===== src/design/umcl_cfg.svh =====
// Register offsets, field positions, reset values and timing counts
// Assumes inclusion by the modem control block only
`ifndef UMCL_CFG_SVH
`define UMCL_CFG_SVH
`define UMCL_OFS_IER       3'h1
`define UMCL_OFS_LSR       3'h5
`define UMCL_OFS_MCR       3'h4
`define UMCL_OFS_MSR       3'h6
`define UMCL_OFS_TXCTL     3'h7
`define UMCL_IER_RST       8'h00
`define UMCL_MCR_RST       8'h00
`define UMCL_IER_MASK      8'h0F
`define UMCL_MCR_MASK      8'h1F
`define UMCL_MCR_LOOP      4
`define UMCL_IER_MS        3
`define UMCL_IER_TX        1
`define UMCL_BAUD_DIV      16'h0010
`define UMCL_STOP_INT_BAUD 8
`define UMCL_START_BAUD    16
`define UMCL_FIRST_INT_BAUD 24
`endif


===== src/design/umcl_pkg.sv =====
// Types shared by the modem control block
// Assumes the constants header sits beside it
package umcl_pkg;
  // Modem pins, active low as on the connector
  typedef struct packed {
    logic clear_to_send_n;
    logic set_ready_n;
    logic ring_n;
    logic carrier_detect_input_n;
  } umcl_modem_in_t;
  typedef struct packed {
    logic terminal_ready_n;
    logic request_to_send_n;
    logic aux1_n;
    logic aux2_n;
  } umcl_modem_out_t;
  // Transmit pacing states
  typedef enum logic [2:0] {
    UMCL_IDLE  = 3'b001,
    UMCL_START = 3'b010,
    UMCL_SEND  = 3'b100
  } umcl_tx_state_t;
endpackage


===== src/design/umcl_modem_ctrl.sv =====
// Modem control, loopback and modem status with transmit pacing
// Assumes one 100 MHz clock and a host port with one-cycle strobes
//
// Decided for this implementation: the register offsets and the plain strobed port.
`include "umcl_cfg.svh"
`timescale 1ns/1ps
`default_nettype none
module umcl_modem_ctrl #(
  parameter int BAUD_DIV = `UMCL_BAUD_DIV  // Clock cycles per baud tick
) (
  input  wire logic                     clk_in,          // 100 MHz clock
  input  wire logic                     rst_n_in,        // Sync reset, low
  input  wire logic [2:0]               addr_in,         // Register address
  input  wire logic [7:0]               wdata_in,        // Write data
  input  wire logic                     wr_in,           // Write strobe
  input  wire logic                     rd_in,           // Read strobe
  output logic      [7:0]               rdata_out,       // Read data
  input  wire umcl_pkg::umcl_modem_in_t modem_in,        // Modem pins
  output umcl_pkg::umcl_modem_out_t     modem_out,       // Handshake pins
  input  wire logic                     tx_shift_in,     // Transmit shifter bit
  input  wire logic                     serial_rx_pin_in,// Serial input pin
  output logic                          rx_shift_out,    // Receiver input bit
  output logic                          serial_tx_pin_out, // Serial out level
  output logic                          serial_tx_oe_out,  // Serial out enable
  input  wire logic                     stop_done_in,    // Stop bit finished
  output logic                          tx_start_out,    // Begin start bit
  output logic                          baud_clock_out,  // Baud tick
  output logic                          interrupt_out    // Interrupt, high
);
  import umcl_pkg::*;

  initial begin
    if (BAUD_DIV < 2 || BAUD_DIV > 65535) begin
      $error("BAUD_DIV out of range");
    end
  end

  //////////////////////////////////////////////////////////////////////////
  // Registers
  logic [3:0] ier;             // Interrupt enables
  logic [4:0] modem_control;             // Modem control
  logic [3:0] msr_chg;         // Change indicators
  logic [3:0] prev_lines;      // Previous effective lines (true sense)
  logic       txe_flag;        // Holding-empty interrupt flag
  logic       loop;            // Loopback active
  logic [3:0] lines;           // Effective modem lines, true sense
  logic [3:0] next_chg;        // Next change bits
  logic       ms_irq;          // Modem status request

  assign loop = modem_control[`UMCL_MCR_LOOP];

  // Effective lines ordered {carrier, ring, ready, clear}
  always_comb begin
    if (loop) begin
      lines = {modem_control[3], modem_control[2], modem_control[0], modem_control[1]};
    end else begin
      lines = ~{modem_in.carrier_detect_input_n, modem_in.ring_n,
                modem_in.set_ready_n, modem_in.clear_to_send_n};
    end
  end

  // Pins: a 1 in a bit pulls its pin low
  always_comb begin
    modem_out.terminal_ready_n  = ~modem_control[0];
    modem_out.request_to_send_n = ~modem_control[1];
    modem_out.aux1_n            = ~modem_control[2];
    modem_out.aux2_n            = ~modem_control[3];
  end

  // Serial path switching
  always_comb begin
    serial_tx_pin_out = tx_shift_in;
    serial_tx_oe_out  = ~loop;
    rx_shift_out      = loop ? tx_shift_in : serial_rx_pin_in;
  end

  //////////////////////////////////////////////////////////////////////////
  // Enable and control registers
  always_ff @(posedge clk_in) begin
    if (!rst_n_in) begin
      ier <= 4'h0;
      modem_control <= 5'h00;
    end else if (wr_in) begin
      if (addr_in == `UMCL_OFS_IER) begin
        ier <= wdata_in[3:0];
      end else if (addr_in == `UMCL_OFS_MCR) begin
        modem_control <= wdata_in[4:0];
      end
    end
  end

  //////////////////////////////////////////////////////////////////////////
  // Change detection; a set in the read cycle survives the clear
  always_comb begin
    next_chg = msr_chg;
    if (rd_in && addr_in == `UMCL_OFS_MSR) begin
      next_chg = 4'h0;
    end
    next_chg[0] = next_chg[0] | (lines[0] ^ prev_lines[0]);
    next_chg[1] = next_chg[1] | (lines[1] ^ prev_lines[1]);
    next_chg[2] = next_chg[2] | (prev_lines[2] & ~lines[2]);
    next_chg[3] = next_chg[3] | (lines[3] ^ prev_lines[3]);
    if (loop && wr_in && addr_in == `UMCL_OFS_MSR) begin
      next_chg = next_chg | wdata_in[3:0];
    end
  end

  always_ff @(posedge clk_in) begin
    if (!rst_n_in) begin
      msr_chg    <= 4'h0;
      prev_lines <= 4'h0;
    end else begin
      msr_chg    <= next_chg;
      prev_lines <= lines;
    end
  end

  // Lowest priority source; enable bit gates it
  assign ms_irq = ier[`UMCL_IER_MS] & (|msr_chg);

  //////////////////////////////////////////////////////////////////////////
  // Baud tick divider
  logic [15:0] baud_cnt;  // Divider count
  logic        baud_tick; // One-cycle tick
  assign baud_tick = (baud_cnt == 16'(BAUD_DIV - 1));
  always_ff @(posedge clk_in) begin
    if (!rst_n_in) begin
      baud_cnt       <= 16'h0000;
      baud_clock_out <= 1'b0;
    end else begin
      baud_cnt       <= baud_tick ? 16'h0000 : baud_cnt + 16'h0001;
      baud_clock_out <= baud_tick;
    end
  end

  //////////////////////////////////////////////////////////////////////////
  // Transmit pacing: write to control address 7 marks a holding write
  umcl_tx_state_t tx_state;  // Pacing state
  logic [4:0]     tx_cnt;    // Baud ticks counted
  logic           thr_wr;    // Holding register write
  logic           stop_wait; // Counting after stop
  assign thr_wr = wr_in && addr_in == `UMCL_OFS_TXCTL;

  always_ff @(posedge clk_in) begin
    if (!rst_n_in) begin
      tx_state     <= UMCL_IDLE;
      tx_cnt       <= 5'h00;
      txe_flag     <= 1'b0;
      tx_start_out <= 1'b0;
      stop_wait    <= 1'b0;
    end else begin
      tx_start_out <= 1'b0;
      if (thr_wr) begin
        txe_flag <= 1'b0;
      end
      if (loop && wr_in && addr_in == `UMCL_OFS_LSR && wdata_in[5]) begin
        txe_flag <= 1'b1;
      end
      case (tx_state)
        UMCL_IDLE: begin
          if (thr_wr) begin
            tx_state <= UMCL_START;
            tx_cnt   <= 5'h00;
          end
        end
        UMCL_START: begin
          if (baud_tick) begin
            tx_cnt <= tx_cnt + 5'h01;
            if (tx_cnt == 5'(`UMCL_START_BAUD - 1)) begin
              tx_start_out <= 1'b1;
            end
            if (tx_cnt == 5'(`UMCL_FIRST_INT_BAUD - 1)) begin
              txe_flag <= 1'b1;
              tx_state <= UMCL_SEND;
              tx_cnt   <= 5'h00;
            end
          end
        end
        UMCL_SEND: begin
          if (stop_done_in) begin
            stop_wait <= 1'b1;
            tx_cnt    <= 5'h00;
          end else if (stop_wait && baud_tick) begin
            tx_cnt <= tx_cnt + 5'h01;
            if (tx_cnt == 5'(`UMCL_STOP_INT_BAUD - 1)) begin
              txe_flag  <= 1'b1;
              stop_wait <= 1'b0;
              tx_state  <= UMCL_IDLE;
            end
          end
        end
        default: tx_state <= UMCL_IDLE;
      endcase
    end
  end

  // Active high, quiet when all enables are clear
  always_ff @(posedge clk_in) begin
    if (!rst_n_in) begin
      interrupt_out <= 1'b0;
    end else begin
      interrupt_out <= ms_irq | (ier[`UMCL_IER_TX] & txe_flag);
    end
  end

  //////////////////////////////////////////////////////////////////////////
  // Read data, one cycle after the strobe
  always_ff @(posedge clk_in) begin
    if (!rst_n_in) begin
      rdata_out <= 8'h00;
    end else if (rd_in) begin
      if (addr_in == `UMCL_OFS_IER) begin
        rdata_out <= {4'h0, ier};
      end else if (addr_in == `UMCL_OFS_MCR) begin
        rdata_out <= {3'h0, modem_control};
      end else if (addr_in == `UMCL_OFS_MSR) begin
        rdata_out <= {lines[3], lines[2], lines[1], lines[0], msr_chg};
      end else if (addr_in == `UMCL_OFS_LSR) begin
        rdata_out <= {2'h0, txe_flag, 5'h00};
      end else begin
        rdata_out <= 8'h00;
      end
    end else begin
      rdata_out <= 8'h00;
    end
  end

  //////////////////////////////////////////////////////////////////////////
  // Checks

  // Handshake pins follow the control bits, inverted
  dtr_pin_a: assert property (
    @(posedge clk_in) disable iff (!rst_n_in)
    modem_out.terminal_ready_n == ~modem_control[0])
    else $error("terminal ready wrong");
  rts_pin_a: assert property (
    @(posedge clk_in) disable iff (!rst_n_in)
    modem_out.request_to_send_n == ~modem_control[1])
    else $error("send request wrong");
  aux_pins_a: assert property (
    @(posedge clk_in) disable iff (!rst_n_in)
    {modem_out.aux2_n, modem_out.aux1_n} == ~modem_control[3:2])
    else $error("aux pins wrong");

  // Unused register bits always read as zero
  ier_zero_a: assert property (
    @(posedge clk_in) disable iff (!rst_n_in)
    rd_in && addr_in == `UMCL_OFS_IER |=> rdata_out[7:4] == 4'h0)
    else $error("ier high bits");
  mcr_zero_a: assert property (
    @(posedge clk_in) disable iff (!rst_n_in)
    rd_in && addr_in == `UMCL_OFS_MCR |=> rdata_out[7:5] == 3'h0)
    else $error("mcr high bits");

  // Serial and modem line switching
  loop_float_a: assert property (
    @(posedge clk_in) disable iff (!rst_n_in)
    loop |-> !serial_tx_oe_out && rx_shift_out == tx_shift_in)
    else $error("loop path");
  rx_path_a: assert property (
    @(posedge clk_in) disable iff (!rst_n_in)
    !loop |-> serial_tx_oe_out && rx_shift_out == serial_rx_pin_in)
    else $error("normal serial path");
  line_map_a: assert property (
    @(posedge clk_in) disable iff (!rst_n_in)
    !loop |-> lines == ~{modem_in.carrier_detect_input_n, modem_in.ring_n,
                         modem_in.set_ready_n, modem_in.clear_to_send_n})
    else $error("pin map wrong");
  loop_map_a: assert property (
    @(posedge clk_in) disable iff (!rst_n_in)
    loop |-> lines == {modem_control[3], modem_control[2], modem_control[0], modem_control[1]})
    else $error("loop map");

  // Change indicators: set on change, ring on its trailing edge only; cleared by a status read
  cts_change_a: assert property (
    @(posedge clk_in) disable iff (!rst_n_in)
    lines[0] != prev_lines[0] |=> msr_chg[0])
    else $error("send change missed");
  carrier_change_a: assert property (
    @(posedge clk_in) disable iff (!rst_n_in)
    lines[3] != prev_lines[3] |=> msr_chg[3])
    else $error("carrier change missed");
  ring_set_a: assert property (
    @(posedge clk_in) disable iff (!rst_n_in)
    prev_lines[2] && !lines[2] |=> msr_chg[2])
    else $error("ring trailing edge missed");
  ring_edge_a: assert property (
    @(posedge clk_in) disable iff (!rst_n_in)
    !msr_chg[2] && !$fell(lines[2]) && !(loop && wr_in) |=> !msr_chg[2])
    else $error("ring change wrong");
  chg_clear_a: assert property (
    @(posedge clk_in) disable iff (!rst_n_in)
    rd_in && addr_in == `UMCL_OFS_MSR && lines == prev_lines |=> msr_chg == 4'h0)
    else $error("change not cleared");
  host_set_a: assert property (
    @(posedge clk_in) disable iff (!rst_n_in)
    loop && wr_in && addr_in == `UMCL_OFS_MSR |=>
      (msr_chg & $past(wdata_in[3:0])) == $past(wdata_in[3:0]))
    else $error("host status write lost");
  status_read_a: assert property (
    @(posedge clk_in) disable iff (!rst_n_in)
    rd_in && addr_in == `UMCL_OFS_MSR |=> rdata_out[7:4] == $past(lines))
    else $error("line levels wrong");

  // Interrupt output
  ms_irq_a: assert property (
    @(posedge clk_in) disable iff (!rst_n_in)
    ier[3] && |msr_chg |=> interrupt_out)
    else $error("modem irq missing");
  ms_gate_a: assert property (
    @(posedge clk_in) disable iff (!rst_n_in)
    !ier[3] && !(ier[1] && txe_flag) |=> !interrupt_out)
    else $error("modem irq not gated");
  irq_off_a: assert property (
    @(posedge clk_in) disable iff (!rst_n_in)
    ier == 4'h0 |=> !interrupt_out)
    else $error("irq while disabled");
  txe_clr_a: assert property (
    @(posedge clk_in) disable iff (!rst_n_in)
    tx_state == UMCL_IDLE && thr_wr |=> !txe_flag)
    else $error("holding flag not cleared");

  // Main scenarios reached
  loop_c: cover property (@(posedge clk_in) disable iff (!rst_n_in) $rose(loop));
  irq_c: cover property (@(posedge clk_in) disable iff (!rst_n_in) $rose(interrupt_out));
  start_c: cover property (@(posedge clk_in) disable iff (!rst_n_in) tx_start_out);
  ring_c: cover property (@(posedge clk_in) disable iff (!rst_n_in) $rose(msr_chg[2]));
  host_c: cover property (@(posedge clk_in) disable iff (!rst_n_in)
    loop && wr_in && addr_in == `UMCL_OFS_MSR);
endmodule
`default_nettype wire


===== config.mk =====
export PLATFORM = sky130hd
export DESIGN_NAME = umcl_modem_ctrl
export DESIGN_NICKNAME = d
export VERILOG_FILES = /design/src/design/umcl_pkg.sv /design/src/design/umcl_modem_ctrl.sv
export VERILOG_INCLUDE_DIRS = /design/src /design/src/design
export SDC_FILE = /design/constraint.sdc
export NUM_CORES = 1
export LEC_CHECK = 0
export ABC_AREA = 1
export ABC_CLOCK_PERIOD_IN_PS = 1450
export BUFFER_PORTS_ARGS = -buffer_cell sky130_fd_sc_hd__buf_2
export CORE_MARGIN = 2
export CORE_UTILIZATION = 50
export DETAILED_ROUTE_END_ITERATION = 10
export GPL_TIMING_DRIVEN = 1
export HOLD_SLACK_MARGIN = 0.02
export PLACE_DENSITY = 0.79
export SETUP_SLACK_MARGIN = 0.02
export SLEW_MARGIN = 30
export SYNTH_ARGS = -nofsm -noshare
export SYNTH_HDL_FRONTEND = slang
export SYNTH_SLANG_ARGS = --single-unit

===== constraint.sdc =====
create_clock -name clk_in -period 1.45 [get_ports clk_in]
set_input_delay 0.29 -clock clk_in [delete_from_list [all_inputs] [get_ports clk_in]]
set_output_delay 0.29 -clock clk_in [all_outputs]
set_load 0.1 [all_outputs]

==> metrics.csv <==
stage;metric;value;unit
sta;worst_pin_slew;0.5033;ns
final_layout;multi_input_area;1464;sq um
cts;cts-root-buf;clkbuf_8;
final_layout;finish.instance_area;3352;sq um
logic_synthesis;synth_area_leaders;dfxtp_1 41%, nand2_1 11%, nor2_1 7.4%;
critical_path;cp-startpoint;baud_cnt[0];
sta;period_minus_slack;1.485;ns
logic_synthesis;ys_seq_area_frac;0.4072;
cts;clockBufferDepth;2;
worst_hold_path;worstHoldPathCells;3;
die;start_util;0.5198;
sta;fin_ws;-0.03455;ns
drt;first_iter_violations;135;
sta;final-setup-viol-count;5;
logic_synthesis;yosys.area.top_type_share;0.4072;
sta;period_share;1.024;
placed_design;gp_congestion;0.8848;
final_layout;final_cells;505;
global_routing;grt_usage;0.2171;
global_routing;grt_pass1_wl;10.54;mm
sta;grt_setup_unrepaired;yes;
critical_path;endpoint_kind;flip-flop;
critical_path;crit_fanout;6;
cts;ctsHoldBuffers;0;
power_and_ir_drop;power_per_cell_area;1068;nW/um^2
critical_path;r2r_cells;9;
final_layout;area_delta_synth_final;26.25;%
logic_synthesis;netlist-cell-type-count;39;
logic_synthesis;syn-num-nets;399;
global_routing;antenna_found_initial;0;
cts;clk_pin_slew;0.09;ns
logic_synthesis;syn_area_per_cell;7.099;sq um
logic_synthesis;netlist_area;2655;sq um
final_layout;drive_gt1_frac;0.2828;
final_layout;fillers;433;
critical_path;critPathCapture;tx_cnt[0];
logic_synthesis;async_reset_ff_frac;0;
power_and_ir_drop;peakVddDrop;0.0006959;V
job;max-cap-violations;0;
cts;cts_tree;done;
sta;drv_slew;0;
die;rows;26;
logic_synthesis;synthTopCellsByCount;78 x nand2_1, 54 x dfxtp_1, 52 x nor2_1;
critical_path;reg2reg_slack;-0.03;ns
drt;wl_per_cell;12.50;microns
final_layout;antenna_cells;0;
cts;insertion_delay;0.31;ns
drt;drtAntennaViolNets;0;
cts;h-tree-depth;2;
global_routing;grt_overflow;0;
logic_synthesis;synth_area_leader_cell;dfxtp_1;
global_routing;grt_pass1_vias;2452;
logic_synthesis;synth_edf_count;0;
die;die_h;76.87;microns
drt;wl;6.315;mm
sta;finClkSkew;0.01033;ns
run_status;violations;setup timing;
die;die-width;76.87;microns
die;core;5107;sq um
placed_design;hpwl;4.483;mm
final_layout;fin_nets;459;
drt;via_per_inst;5.135;
run_status;status;complete, but fails checks;
die;die_area;5909;sq um
placed_design;dp.cells;488;
global_routing;grt_max_degree;17;
power_and_ir_drop;p_total;3.580;mW
logic_synthesis;yosys_warnings;0;
placed_design;place.port_buffers;37;
critical_path;cp.arrival;1.74;ns
logic_synthesis;yosysMostFrequentCell;nand2_1;
cts;numClockSinks;54;
logic_synthesis;syn_inst;374;
drt;routed-via-count;2593;
drt;drt_first_pass_iters;4;
power_and_ir_drop;cellLeakagePower;1.455;nW
sta;slew_headroom;0.6668;
sta;timing.final.hold_violations;0;
critical_path;r2r-start;baud_cnt[0];
placed_design;placed_area;3054;sq um
final_layout;layout.area.seq;1094;sq um
cts;numCtsBuffers;5;
critical_path;critPathLaunchType;flip-flop;
sta;tns;-0.1306;ns
critical_path;worstPathRequired;1.70;ns
logic_synthesis;yosys_register_bits;54;
die;io_pins;40;
logic_synthesis;synthFlopType;dfxtp_1;
worst_hold_path;hold_path.class;in2reg;
drt;drc_errors;0;
critical_path;r2r-end;tx_cnt[0];
sta;fmax;673.6;MHz
critical_path;worstSetupPathType;reg2reg;
-- critical path, cell delays in order, from the launching register on --
cell and delay, ns:
dfxtp_4 0.37, ha_4 0.15, nand3_4 0.11, nor2_4 0.19
nand2_4 0.09, a21oi_4 0.21, nand2_2 0.11, inv_4 0.09
nor2_1 0.05, nor2_2 0.07
-- logic make-up after synthesis --
| logic type | Yosys count | synth area share |
|---|---|---|
| buffers and inverters | 60 | 0.09236 |
| adder cells (fa/ha/maj) | 3 | 0.01414 |
| AO/OA/AOI/OAI | 55 | 0.1202 |
| XOR/XNOR | 5 | 0.01650 |
| flip-flops | 54 | 0.4072 |
| AND/OR/NAND/NOR | 197 | 0.3497 |
-- routing by layer --
metal	vias up	global-route usage	routed length, microns
li1	1310	-	-
met3	8	0.04353	310
met5	-	0	0
met1	1208	0.2721	2701
met4	0	0.07091	67
met2	67	0.3728	3236
-- final cells by class --
cell class                 count  share of cell area
timing repair buffer          59              0.1213
clock inverter                 1            0.001493
sequential                    54              0.3262
clock buffer                   7             0.02576
tap                           70             0.02613
multi-input combinational    260              0.4367
inverter                      54             0.06234
-- state kept, by name, indices dropped and copies added (netlist names) --
register,cells
baud_cnt,16
rdata_out,8
modem_control,5
tx_cnt,5
ier,4
msr_chg,4
prev_lines,4
tx_state,3
baud_clock_out,1
interrupt_out,1
stop_wait,1
tx_start_out,1
txe_flag,1
-- per-stage QoR --
stage               hold WS (ns)    util  setup slack [ns]
finish                    0.2458  0.6563          -0.03455
global route              0.2621  0.6563           -0.1356
CTS                       0.2351  0.6335           0.01161
detailed placement        0.4774  0.5980          -0.07611
global placement          0.4692  0.5980          -0.03630
floorplan                 0.4287       -           -0.1445
-- cells in the final DEF (no fill, tap or decap), types with 2 or more instances in the layout --
master,n
a21oi_1,22
a21oi_2,2
a221oi_1,2
buf_12,3
buf_2,31
buf_4,24
clkbuf_8,6
clkinv_1,2
dfxtp_1,48
dfxtp_2,4
dfxtp_4,2
inv_1,47
inv_2,3
nand2_1,71
nand2_2,10
nand2_4,2
nand3_1,17
nand3_2,4
nand3_4,4
nand4_1,5
nor2_1,50
nor2_2,6
nor2_4,7
nor3_1,8
nor3_2,2
nor3b_1,2
o21ai_0,16
o21ai_1,4
o22ai_1,2
or2_1,2
or2_2,2
xnor2_1,3
xor2_1,2
-- worst min path at each step --
stage	to	start	slack (ns)
after floorplan	baud_cnt[0]	baud_cnt[0]	0.43
after global placement	interrupt_out	ier[1]	0.47
after detailed placement	tx_cnt[3]	tx_cnt[3]	0.48
after CTS	ier[3]	wdata_in[3]	0.24
after global routing	ier[3]	wdata_in[3]	0.26
final	ier[3]	wdata_in[3]	0.25
-- power by group --
part           internal (mW)  switching, mW
logic                  0.379          0.669
clock network          0.386          0.483
registers               1.58         0.0803
-- repair_timing --
item | in CTS | in global routing
buffers inserted | 5 | 4
resized for setup | 15 | 30
pin swaps | 10 | 9
cloned | 0 | 0
setup endpoints to repair | 18 | 20
No activity file was read; power rests on OpenSTA's default activity.
